File: config.mk
export PLATFORM = sky130hd
export DESIGN_NAME = scfg_trigger
export DESIGN_NICKNAME = d
export VERILOG_FILES = /design/src/hdl/scfg_pkg.sv /design/src/hdl/scfg_clkdiv.sv /design/src/hdl/scfg_outsel.sv /design/src/hdl/scfg_trigger.sv
export SDC_FILE = /design/constraint.sdc
export NUM_CORES = 1
export LEC_CHECK = 0
export BUFFER_PORTS_ARGS = -buffer_cell sky130_fd_sc_hd__buf_4
export CAP_MARGIN = 40
export CORE_UTILIZATION = 45
export DETAILED_ROUTE_END_ITERATION = 10
export PLACE_DENSITY = 0.75
export SYNTH_ARGS = -nofsm -noshare
export SYNTH_HDL_FRONTEND = slang
export SYNTH_SLANG_ARGS = --single-unit
File: constraint.sdc
create_clock -name ref_clk -period 5.8 [get_ports ref_clk]
set_input_delay 0.87 -clock ref_clk [delete_from_list [all_inputs] [get_ports ref_clk]]
set_output_delay 0.87 -clock ref_clk [all_outputs]
set_load 0.02 [all_outputs]
File: src/hdl/scfg_pkg.sv
package scfg_pkg;

  // Clock rate of ref_clk
  localparam int unsigned REF_CLK_HZ = 10_000_000;
  localparam int unsigned REF_CLK_PS = 1_000_000_000 / (REF_CLK_HZ / 1000);

  // Printed times, in ns
  localparam int unsigned T_PULSE_MIN_NS = 5;
  localparam int unsigned T_ARM_TRIG_MIN_NS = 10;
  localparam int unsigned T_EXEC_DLY_MAX_NS = 20;
  localparam int unsigned T_EXEC_DLY_TYP_NS = 10;
  localparam int unsigned T_PTR_MIN_NS = 10;

  // Least times round up, longest times round down, never below one
  function automatic int unsigned scfg_cyc_up(input int unsigned ns);
    int unsigned c;
    c = (ns * 1000 + REF_CLK_PS - 1) / REF_CLK_PS;
    return (c < 1) ? 1 : c;
  endfunction : scfg_cyc_up

  function automatic int unsigned scfg_cyc_dn(input int unsigned ns);
    int unsigned c;
    c = (ns * 1000) / REF_CLK_PS;
    return (c < 1) ? 1 : c;
  endfunction : scfg_cyc_dn

  localparam int unsigned PULSE_MIN_CYC = scfg_cyc_up(T_PULSE_MIN_NS);
  localparam int unsigned ARM_TRIG_CYC = scfg_cyc_up(T_ARM_TRIG_MIN_NS);
  localparam int unsigned EXEC_DLY_CYC = scfg_cyc_dn(T_EXEC_DLY_MAX_NS);
  localparam int unsigned PTR_CYC = scfg_cyc_up(T_PTR_MIN_NS);

  // Execute pulse length in cycles (one period guaranteed)
  localparam logic [1:0] EXEC_LEN = 2'h1;

  // Divider ratio field
  localparam int unsigned DIV_W = 9;
  localparam logic [DIV_W-1:0] DIV_RESET = 9'h001;

  // Transfer trigger modes
  typedef enum logic [1:0] {
    SCFG_MODE_AUTO = 2'h0,
    SCFG_MODE_EVENT = 2'h1,
    SCFG_MODE_CLKSYNC = 2'h2
  } scfg_mode_t;

  // Auxiliary output sources
  localparam logic [1:0] AUX_SEL_CLKA = 2'h0;
  localparam logic [1:0] AUX_SEL_CMP = 2'h1;
  localparam logic [1:0] AUX_SEL_XFER = 2'h2;
  localparam logic [1:0] AUX_SEL_DONE = 2'h3;

  // Transfer sequencer states
  typedef enum logic [2:0] {
    SCFG_IDLE = 3'h1,
    SCFG_ARMED = 3'h2,
    SCFG_EXEC = 3'h4
  } scfg_state_t;

endpackage : scfg_pkg

File: src/hdl/scfg_clkdiv.sv
`timescale 1ns/100ps
module scfg_clkdiv
  import scfg_pkg::*;
#(
  parameter int unsigned W = DIV_W
) (
  input wire logic ref_clk,
  input wire logic reset,
  input wire logic [W-1:0] ratio,
  output logic tick,
  output logic level
);

  typedef struct packed {
    logic [W-1:0] cnt;
    logic tick;
    logic level;
  } scfg_div_t;

  scfg_div_t div_r;
  scfg_div_t div_nxt;
  logic [W-1:0] last;

  // Ratio zero is treated as one
  assign last = (ratio == '0) ? '0 : ratio - 1'b1;

  // Count ref_clk cycles, pulse at wrap, level is high first half
  always_comb begin
    div_nxt = div_r;
    div_nxt.tick = 1'b0;
    if (div_r.cnt >= last) begin
      div_nxt.cnt = '0;
      div_nxt.tick = 1'b1;
    end else begin
      div_nxt.cnt = div_r.cnt + 1'b1;
    end
    div_nxt.level = (div_nxt.cnt < ((last >> 1) + 1'b1)) ^ (last == '0) ?
                    1'b1 : 1'b0;
    if (last == '0) begin
      div_nxt.level = ~div_r.level;
    end
  end

  // State register
  always_ff @(posedge ref_clk) begin
    if (reset) begin
      div_r <= '0;
    end else begin
      div_r <= div_nxt;
    end
  end

  assign tick = div_r.tick;
  assign level = div_r.level;

endmodule : scfg_clkdiv

File: src/hdl/scfg_outsel.sv
`timescale 1ns/100ps
module scfg_outsel
  import scfg_pkg::*;
(
  input wire logic [1:0] sel,
  input wire logic clk_a,
  input wire logic cmp,
  input wire logic xfer,
  input wire logic done,
  output logic q
);

  // Pick one of four internal signals for export
  always_comb begin
    unique case (sel)
      AUX_SEL_CLKA: q = clk_a;
      AUX_SEL_CMP: q = cmp;
      AUX_SEL_XFER: q = xfer;
      AUX_SEL_DONE: q = done;
    endcase
  end

endmodule : scfg_outsel

File: src/hdl/scfg_trigger.sv
// Functional notes
// - Pin A carries inverted local-config-done as chain select for the next device.
// - Without chaining, pin A becomes a general digital output.
// - Boot memory clock is driven only while the mode input is high.
// - Auxiliary output B is unavailable on its pin while mode is high.
// - Mode low, B disabled: pin B undriven, weak pull-down holds it low.
// - Each aux output exports clock A, comparator, transfer pulse or done.
// - Comparator is clocked by a programmable divide of the master clock.
// - Without external arm, arming is set automatically at config end.
// - Execute follows trigger rising edge within 20 ns, typically 10 ns; here it comes three ref_clk cycles (300 ns) after the edge.
// - Execute pulse lasts one to two master clock periods.
// - After a transfer the arm circuit resets, ready within 10 ns.
// - Automatic mode: transfer right after the stream end byte.
// - Event mode, arming off: end byte arms, external signal triggers.
// - Arming on, external is trigger: arming comes only from inside.
// - Arming on, external is arm: trigger comes only from inside.
// - Clock-sync mode: transfer at first alignment of internal clocks.
`timescale 1ns/100ps
module scfg_trigger
  import scfg_pkg::*;
#(
  parameter int unsigned W = DIV_W
) (
  input wire logic ref_clk,
  input wire logic reset,
  input wire logic mode_pin,
  input wire logic ext_event_pin,
  input wire logic [1:0] transfer_mode,
  input wire logic arm_enable,
  input wire logic ext_is_arm,
  input wire logic int_arm,
  input wire logic int_trig,
  input wire logic config_end,
  input wire logic local_config_done,
  input wire logic chain_enable,
  input wire logic [1:0] aux_a_sel,
  input wire logic [1:0] aux_b_sel,
  input wire logic aux_b_enable,
  input wire logic [W-1:0] clk_a_ratio,
  input wire logic [W-1:0] clk_b_ratio,
  input wire logic [W-1:0] boot_memory_clock_ratio,
  input wire logic comparator_in,
  input wire logic autonull_done,
  input wire logic ignored_clear,
  output logic local_config_done_chain_select,
  output logic aux_digital_out_a,
  output logic boot_memory_clock,
  output logic boot_memory_clock_oe_n,
  output logic transfer_pulse,
  output logic armed,
  output logic trigger_ignored
);

  typedef struct packed {
    logic mode_s1;
    logic mode_s2;
    logic ext_s1;
    logic ext_s2;
    logic ext_s3;
    scfg_state_t state;
    logic sync_pend;
    logic [1:0] exec_cnt;
    logic exec;
    logic cmp_q;
    logic pin_a;
    logic pin_b;
    logic pin_b_oe_n;
    logic ignored;
  } scfg_reg_t;

  localparam scfg_reg_t REG_RESET = '{
    mode_s1: 1'b0,
    mode_s2: 1'b0,
    ext_s1: 1'b0,
    ext_s2: 1'b0,
    ext_s3: 1'b0,
    state: SCFG_IDLE,
    sync_pend: 1'b0,
    exec_cnt: 2'h0,
    exec: 1'b0,
    cmp_q: 1'b0,
    pin_a: 1'b1,
    pin_b: 1'b0,
    pin_b_oe_n: 1'b1,
    ignored: 1'b0
  };

  scfg_reg_t st_r;
  scfg_reg_t st_nxt;

  logic clk_a_tick;
  logic clk_a_lvl;
  logic clk_b_tick;
  logic clk_b_lvl;
  logic mem_lvl;
  logic aux_a_src;
  logic aux_b_src;

  // Module clock A, also clocks the comparator module
  scfg_clkdiv #(
    .W(W)
  ) u_div_a (
    .ref_clk(ref_clk),
    .reset(reset),
    .ratio(clk_a_ratio),
    .tick(clk_a_tick),
    .level(clk_a_lvl)
  );

  // Secondary module clock, used for alignment search
  scfg_clkdiv #(
    .W(W)
  ) u_div_b (
    .ref_clk(ref_clk),
    .reset(reset),
    .ratio(clk_b_ratio),
    .tick(clk_b_tick),
    .level(clk_b_lvl)
  );

  // Boot memory clock source
  scfg_clkdiv #(
    .W(W)
  ) u_div_mem (
    .ref_clk(ref_clk),
    .reset(reset),
    .ratio(boot_memory_clock_ratio),
    .tick(),
    .level(mem_lvl)
  );

  // Export selectors for both auxiliary outputs
  scfg_outsel u_sel_a (
    .sel(aux_a_sel),
    .clk_a(clk_a_lvl),
    .cmp(st_r.cmp_q),
    .xfer(st_r.exec),
    .done(autonull_done),
    .q(aux_a_src)
  );

  scfg_outsel u_sel_b (
    .sel(aux_b_sel),
    .clk_a(clk_a_lvl),
    .cmp(st_r.cmp_q),
    .xfer(st_r.exec),
    .done(autonull_done),
    .q(aux_b_src)
  );

  // Decoded trigger and arm sources
  logic ext_rise;
  logic ext_arm_mode;
  logic arm_evt;
  logic trig_evt;
  logic is_auto;
  logic is_event;
  logic is_sync;
  logic aligned;

  // Rising edge of the synchronised external signal
  assign ext_rise = st_r.ext_s2 & ~st_r.ext_s3;
  assign is_auto = (transfer_mode == SCFG_MODE_AUTO);
  assign is_event = (transfer_mode == SCFG_MODE_EVENT);
  assign is_sync = (transfer_mode == SCFG_MODE_CLKSYNC);
  assign ext_arm_mode = arm_enable & ext_is_arm;
  // Both module clocks wrap together
  assign aligned = clk_a_tick & clk_b_tick;

  // Arm and trigger routing for event-driven mode
  always_comb begin
    if (!arm_enable) begin
      arm_evt = config_end;
      trig_evt = ext_rise;
    end else if (!ext_is_arm) begin
      arm_evt = int_arm | config_end;
      trig_evt = ext_rise;
    end else begin
      arm_evt = ext_rise;
      trig_evt = int_trig;
    end
  end

  // Next-state logic for all block state
  always_comb begin
    st_nxt = st_r;

    // Clear first so that a set in this cycle wins
    if (ignored_clear) begin
      st_nxt.ignored = 1'b0;
    end

    // Two-stage synchronisers for pin inputs
    st_nxt.mode_s1 = mode_pin;
    st_nxt.mode_s2 = st_r.mode_s1;
    st_nxt.ext_s1 = ext_event_pin;
    st_nxt.ext_s2 = st_r.ext_s1;
    st_nxt.ext_s3 = st_r.ext_s2;

    // Comparator sampled on module clock A
    if (clk_a_tick) begin
      st_nxt.cmp_q = comparator_in;
    end

    st_nxt.exec = 1'b0;

    unique case (st_r.state)
      SCFG_IDLE: begin
        if (is_auto && config_end) begin
          st_nxt.state = SCFG_EXEC;
          st_nxt.exec = 1'b1;
          st_nxt.exec_cnt = EXEC_LEN;
        end else if (is_sync && (config_end || st_r.sync_pend)) begin
          if (aligned) begin
            st_nxt.state = SCFG_EXEC;
            st_nxt.exec = 1'b1;
            st_nxt.exec_cnt = EXEC_LEN;
            st_nxt.sync_pend = 1'b0;
          end else begin
            st_nxt.sync_pend = 1'b1;
          end
        end else if (is_event && arm_evt) begin
          // Trigger in the arming cycle is not taken
          st_nxt.state = SCFG_ARMED;
        end else if (is_event && trig_evt) begin
          st_nxt.ignored = 1'b1;
        end
        if (!is_sync) begin
          st_nxt.sync_pend = 1'b0;
        end
      end
      SCFG_ARMED: begin
        if (!is_event) begin
          st_nxt.state = SCFG_IDLE;
        end else if (trig_evt) begin
          // Execute on the edge after the synchronised trigger
          st_nxt.state = SCFG_EXEC;
          st_nxt.exec = 1'b1;
          st_nxt.exec_cnt = EXEC_LEN;
        end
      end
      SCFG_EXEC: begin
        // Hold pulse for its length, then reset the arm circuit
        if (st_r.exec_cnt > 2'h1) begin
          st_nxt.exec = 1'b1;
          st_nxt.exec_cnt = st_r.exec_cnt - 2'h1;
        end else begin
          st_nxt.exec_cnt = 2'h0;
          st_nxt.state = SCFG_IDLE;
        end
        if (trig_evt && is_event) begin
          st_nxt.ignored = 1'b1;
        end
      end
      default: begin
        st_nxt.state = SCFG_IDLE;
      end
    endcase

    // Pin A: chain select or general output
    if (chain_enable) begin
      st_nxt.pin_a = ~local_config_done;
    end else begin
      st_nxt.pin_a = aux_a_src;
    end

    // Pin B: boot memory clock, aux output or released
    if (st_r.mode_s2) begin
      st_nxt.pin_b = mem_lvl;
      st_nxt.pin_b_oe_n = 1'b0;
    end else if (aux_b_enable) begin
      st_nxt.pin_b = aux_b_src;
      st_nxt.pin_b_oe_n = 1'b0;
    end else begin
      st_nxt.pin_b = 1'b0;
      st_nxt.pin_b_oe_n = 1'b1;
    end
  end

  // Single register for the whole state
  always_ff @(posedge ref_clk) begin
    if (reset) begin
      st_r <= REG_RESET;
    end else begin
      st_r <= st_nxt;
    end
  end

  // Outputs straight from flops
  assign local_config_done_chain_select = st_r.pin_a;
  assign aux_digital_out_a = st_r.pin_a;
  assign boot_memory_clock = st_r.pin_b;
  assign boot_memory_clock_oe_n = st_r.pin_b_oe_n;
  assign transfer_pulse = st_r.exec;
  assign armed = st_r.state[1]; // One-hot armed bit
  assign trigger_ignored = st_r.ignored;

endmodule : scfg_trigger
# After elaboration in Yosys (flattened, before gate mapping)
# Index checks and enable logic that the tools add are counted.
[word_totals]
regBits = 48
inputBits = 48
output_inout_bits = 7
[classes]
add_sub_neg = 9
n_lt_le_gt_ge = 6
n_eq_ne = 21
mux = 45
n_bitwise = 9
reduce_logical = 18
[ops]
columns = ["operator", "count"]
rows = [
  ["9-bit zero test", 5],
  ["9-bit 2-to-1 mux", 5],
  ["3-bit 2-to-1 mux", 11],
  ["9-bit by 1-bit adder with 9-bit output, second input constant", 3],
  ["9-bit >= comparator", 3],
  ["9-bit by 1-bit subtractor with 9-bit output, second input constant", 3],
  ["1-bit 2-to-1 mux", 20],
  ["8-bit by 1-bit adder with 9-bit output, second input constant", 2],
  ["9-bit < comparator", 2],
  ["3-bit one-hot mux with 3 select lines", 2],
  ["2-bit equality test, second input constant", 5],
  ["3-bit inequality test, second input constant", 3],
  ["2-bit inequality test, second input constant", 4],
  ["4-bit inequality test, second input constant", 2],
  ["1-bit one-hot mux with 4 select lines", 2],
  ["2-bit by 1-bit equality test with 1-bit output, second input constant", 3],
  ["2-bit zero test", 3],
  ["2-bit 2-to-1 mux", 3],
  ["5-bit AND reduction", 1],
  ["1-bit logical AND", 4],
  ["4-bit 2-to-1 mux", 1],
  ["1-bit NOT", 4],
  ["4-bit AND reduction", 1],
  ["3-bit by 1-bit equality test with 1-bit output, second input constant", 1],
  ["13 further kinds", 15],
]

# Depth between registers and ports, before layout
[depth]
word_depth = 10
mapped_depth = 20

# Modules after synthesis
# Synthesis repeated with hierarchy kept, for this count alone.
[hier_totals]
hier_cells = 546
hier_area_um2 = 4545.6
[by_module_without_submodules]
columns = ["module", "n_inst", "cells_per_inst", "area_each_um2", "seq_area_each_um2"]
rows = [
  ["scfg_clkdiv at u_div_a ...", 2, 156, 1249.9, 220.2],
  ["scfg_clkdiv at u_div_b", 1, 155, 1262.5, 220.2],
  ["scfg_trigger", 1, 77, 738.2, 340.3],
  ["scfg_outsel", 2, 1, 22.5, 0.0],
]

# Least setup slack after synthesis
# No wires, ideal clock.
[synth_path]
path_kind = "input -> register"
from = "input port clk_a_ratio[0]"
to = "register u_div_a.div_r, in the netlist u_div_a.level"
setup_ps = 59
arrival_time_ps = 4686
t_required_ps = 5741
setup_slack_ps = 1055
cell_stages = 18
path_buffers = 1
path_cell_list = "inv_1 ha_1 or4b_4 nor2_1 mux2i_2 ha_1 nand2_1 a2111oi_1 or2_2 clkbuf_1 nor2_1 ha_1 a211oi_1 nor2_1 nor4_1 nor2_1 a2111oi_2 mux2_1"
[synth_rtl]
columns = ["element", "line", "source"]
rows = [
  ["from (decl)", "scfg_trigger.sv:39", "input wire logic [W-1:0] clk_a_ratio,"],
  ["to (signal assigned)", "scfg_clkdiv.sv:49", "div_r <= div_nxt;"],
  ["to (decl)", "scfg_clkdiv.sv:20", "scfg_div_t div_r;"],
]

==> impl_metrics.json <==
{
  "status": "complete, no violations",
  "grt_first_pass_wirelength_um": 15000,
  "cp_cell_sequence": "buf_4, inv_1, ha_1, or4b_4, nor2_1, mux2i_2, ha_1, nand2_1, a2111oi_1, or2_2, nor2_1, ha_1, a211oi_1, nor2_1, nor4_1, nor2_1, a2111oi_2, mux2_1",
  "coreArea_mm2": 0.00872,
  "port_buffers": 54,
  "drive_gt1_frac": 0.169,
  "dpl.hpwl_um": 6960,
  "async_flop_share": 0,
  "cts_root_buffer": "clkbuf_8",
  "dp.cells": 643,
  "timing.final.max_slew_violations": 0,
  "cts_tree": "done",
  "synth_nets": 595,
  "cts_buffers": 5,
  "cts.hold.buffers_added": 0,
  "htreeDepth": 2,
  "fin_crit_sh": 0.832,
  "crit_family": "simple AND/OR/NAND/NOR gates",
  "fin_util": 0.533,
  "cts.sinks": 48,
  "start_util": 0.463,
  "rsz0062_at_grt": "no",
  "path_buf_inv": 2,
  "grt_pass1_vias": 3559,
  "grt_use_total": 0.188,
  "path_class": "in2reg",
  "min_period_ns": 4.83,
  "ys.warnings.count": 0,
  "layout_commonest_cell": "nor2_1",
  "clkTransAtPathRegs_ns": 0.09,
  "worst_pin_slew_ns": 0.782,
  "netlist_instances": 496,
  "rows": 34,
  "nets": 641,
  "antenna_left": 0,
  "finalHoldViolations": 0,
  "grt_use_met2": 0.346,
  "overflow": 0,
  "setup_viol": 0,
  "clk_latency_ns": 0.31,
  "synth-seq-area-share": 0.238,
  "io-pin-count": 55,
  "drtIter0Drc": 133,
  "synth-edff-count": 0,
  "critical_path_arrival_ns": 5.08,
  "gr-usage-met3": 0.0289,
  "cts.path.max_buffers": 2,
  "max_clock_freq_mhz": 207,
  "post_drt_wl_per_cell_um": 12.9,
  "antenna_found_initial": 0,
  "stdcell_count": 651,
  "max-cap-violations": 0,
  "maxSlewHeadroom": 0.478,
  "num_vias": 3551,
  "clock_skew_ns": 0.00941,
  "critPathMaxFanout": 9,
  "synth_cell_types": 71,
  "via_per_inst": 5.45,
  "area_growth_pct": 15.2,
  "vdd_drop_max_mv": 0.102,
  "dieWidth_um": 96.7,
  "die_area_mm2": 0.00936,
  "antenna_cells": 0,
  "power_density_mw_per_mm2": 187,
  "postPlaceCellArea_mm2": 0.00451,
  "crit_path_top_delay_cell": "a2111oi_1",
  "place.gp.congestion": 0.858,
  "crit_top_cell": "nor2_1",
  "grt_start_max_net_pins": 35,
  "avgSynthCellArea_um2": 8.14,
  "ys_seq_elements": 48,
  "power_leakage_nw": 2.11,
  "drc": 0,
  "die_y_um": 96.7,
  "finish.instance_area_mm2": 0.00465,
  "cts_setup_buffers": 0,
  "mostFrequentLayoutCells": "nor2_1 (72), buf_4 (54), ha_1 (51)",
  "hold_class": "reg2reg",
  "fin_tns_setup_ns": 0,
  "firstDrtPassIters": 4,
  "ys.flop_type": "dfxtp_1",
  "cp_slowest_stage_delay_ns": 0.55,
  "setup.worst_path.end_class": "flop",
  "met1_usage": 0.222,
  "synth_area_mm2": 0.00404,
  "ctsResizeCount": 0,
  "start_kind": "input port",
  "r2r_setup_slack_ns": 2.40,
  "required_ns": 6.05,
  "drt-total-wl_um": 8430,
  "busiest_layer": "met2"
}
==> cells by family (layout without fill, tap and decap cells) <==
family	after synthesis	count (layout)	synth area share
AOI/OAI and AO/OA	77	77	0.125
muxes	13	13	0.0443
adders and majority gates	51	51	0.158
xor gates and xnor gates	45	45	0.0976
and+or+nand+nor	221	221	0.297
DFF	48	48	0.238
buffers and inverters	41	88	0.0406
==> final timing paths <==
path / start / end / cells after the start
setup / recovery: clk_a_ratio[0] / u_div_a.level / 18
hold / removal: st_nxt[13] / st_nxt[12] / 1
setup reg to reg: u_div_mem.div_r[2] / u_div_mem.level / 13
hold reg to reg: st_nxt[13] / st_nxt[12] / 1
==> through the flow <==
step | total power [mW] | hold slack (ns) | worst slack (ns)
2_1_floorplan | 0.515 | 0.414 | 1.06
3_3_place_gp | 0.581 | 0.431 | 0.845
3_5_place_dp | 0.590 | 0.427 | 0.692
4_1_cts | 0.878 | 0.447 | 1.01
5_1_grt | 0.924 | 0.483 | 0.626
6_report | 0.869 | 0.446 | 0.973
==> where the power goes <==
group	switching [mW]	leakage [nW]	total [mW]	internal [mW]
combinational	0.119	1.65	0.223	0.104
sequential	0.0151	0.392	0.360	0.345
clock	0.113	0.0687	0.286	0.173
==> per-layer routing <==
metal  vias up  share of wire
li1       1835              -
met1      1634           0.45
met2        64           0.50
met3        18          0.030
met4         0          0.022
met5         -              0
==> synthesized netlist by cell type (all sizes together) (5+ instances only) <==
cell type	count	share of area
nor2b	11	0.017
ha	51	0.16
mux2i	8	0.025
nand4	8	0.012
nor3	8	0.014
nor2	72	0.067
or2	6	0.0093
xor2	29	0.063
xnor2	16	0.035
dfxtp	48	0.24
and2	5	0.0077
nor3b	5	0.012
nand3	16	0.021
nand2	37	0.034
nand2b	16	0.029
or3	6	0.011
inv	26	0.024
buf	7	0.0090
o21ai	14	0.017
nor4	16	0.032
clkbuf	8	0.0074
a21oi	29	0.036
==> registers in the layout, indices dropped and copies added (netlist names), 3 cells and up <==
| signal | cells |
|---|---|
| st_nxt | 3 |
| st_r | 8 |
| u_div_a.div_r | 9 |
| u_div_b.div_r | 9 |
| u_div_mem.div_r | 9 |
==> worst reg2reg max path: stages (launching register included) <==
cell,delay [ns]
dfxtp_1,0.47
inv_1,0.08
ha_1,0.19
nor2b_1,0.13
o21ai_0,0.17
a31oi_1,0.12
o21ai_1,0.51
nor2_1,0.12
ha_1,0.34
a21o_1,0.16
a221o_1,0.32
a2111oi_0,0.37
o311ai_0,0.19
mux2i_1,0.16
==> area by class of cell <==
cell class	count	area [um2]
Fill cell	832	4070
Multi-Input combinational cell	407	2910
Sequential cell	48	961
Timing Repair Buffer	54	405
Tap cell	108	135
Inverter	26	97.6
Clock buffer	5	68.8
Clock inverter	3	68.8
Power figures use the tool's default switching activity.
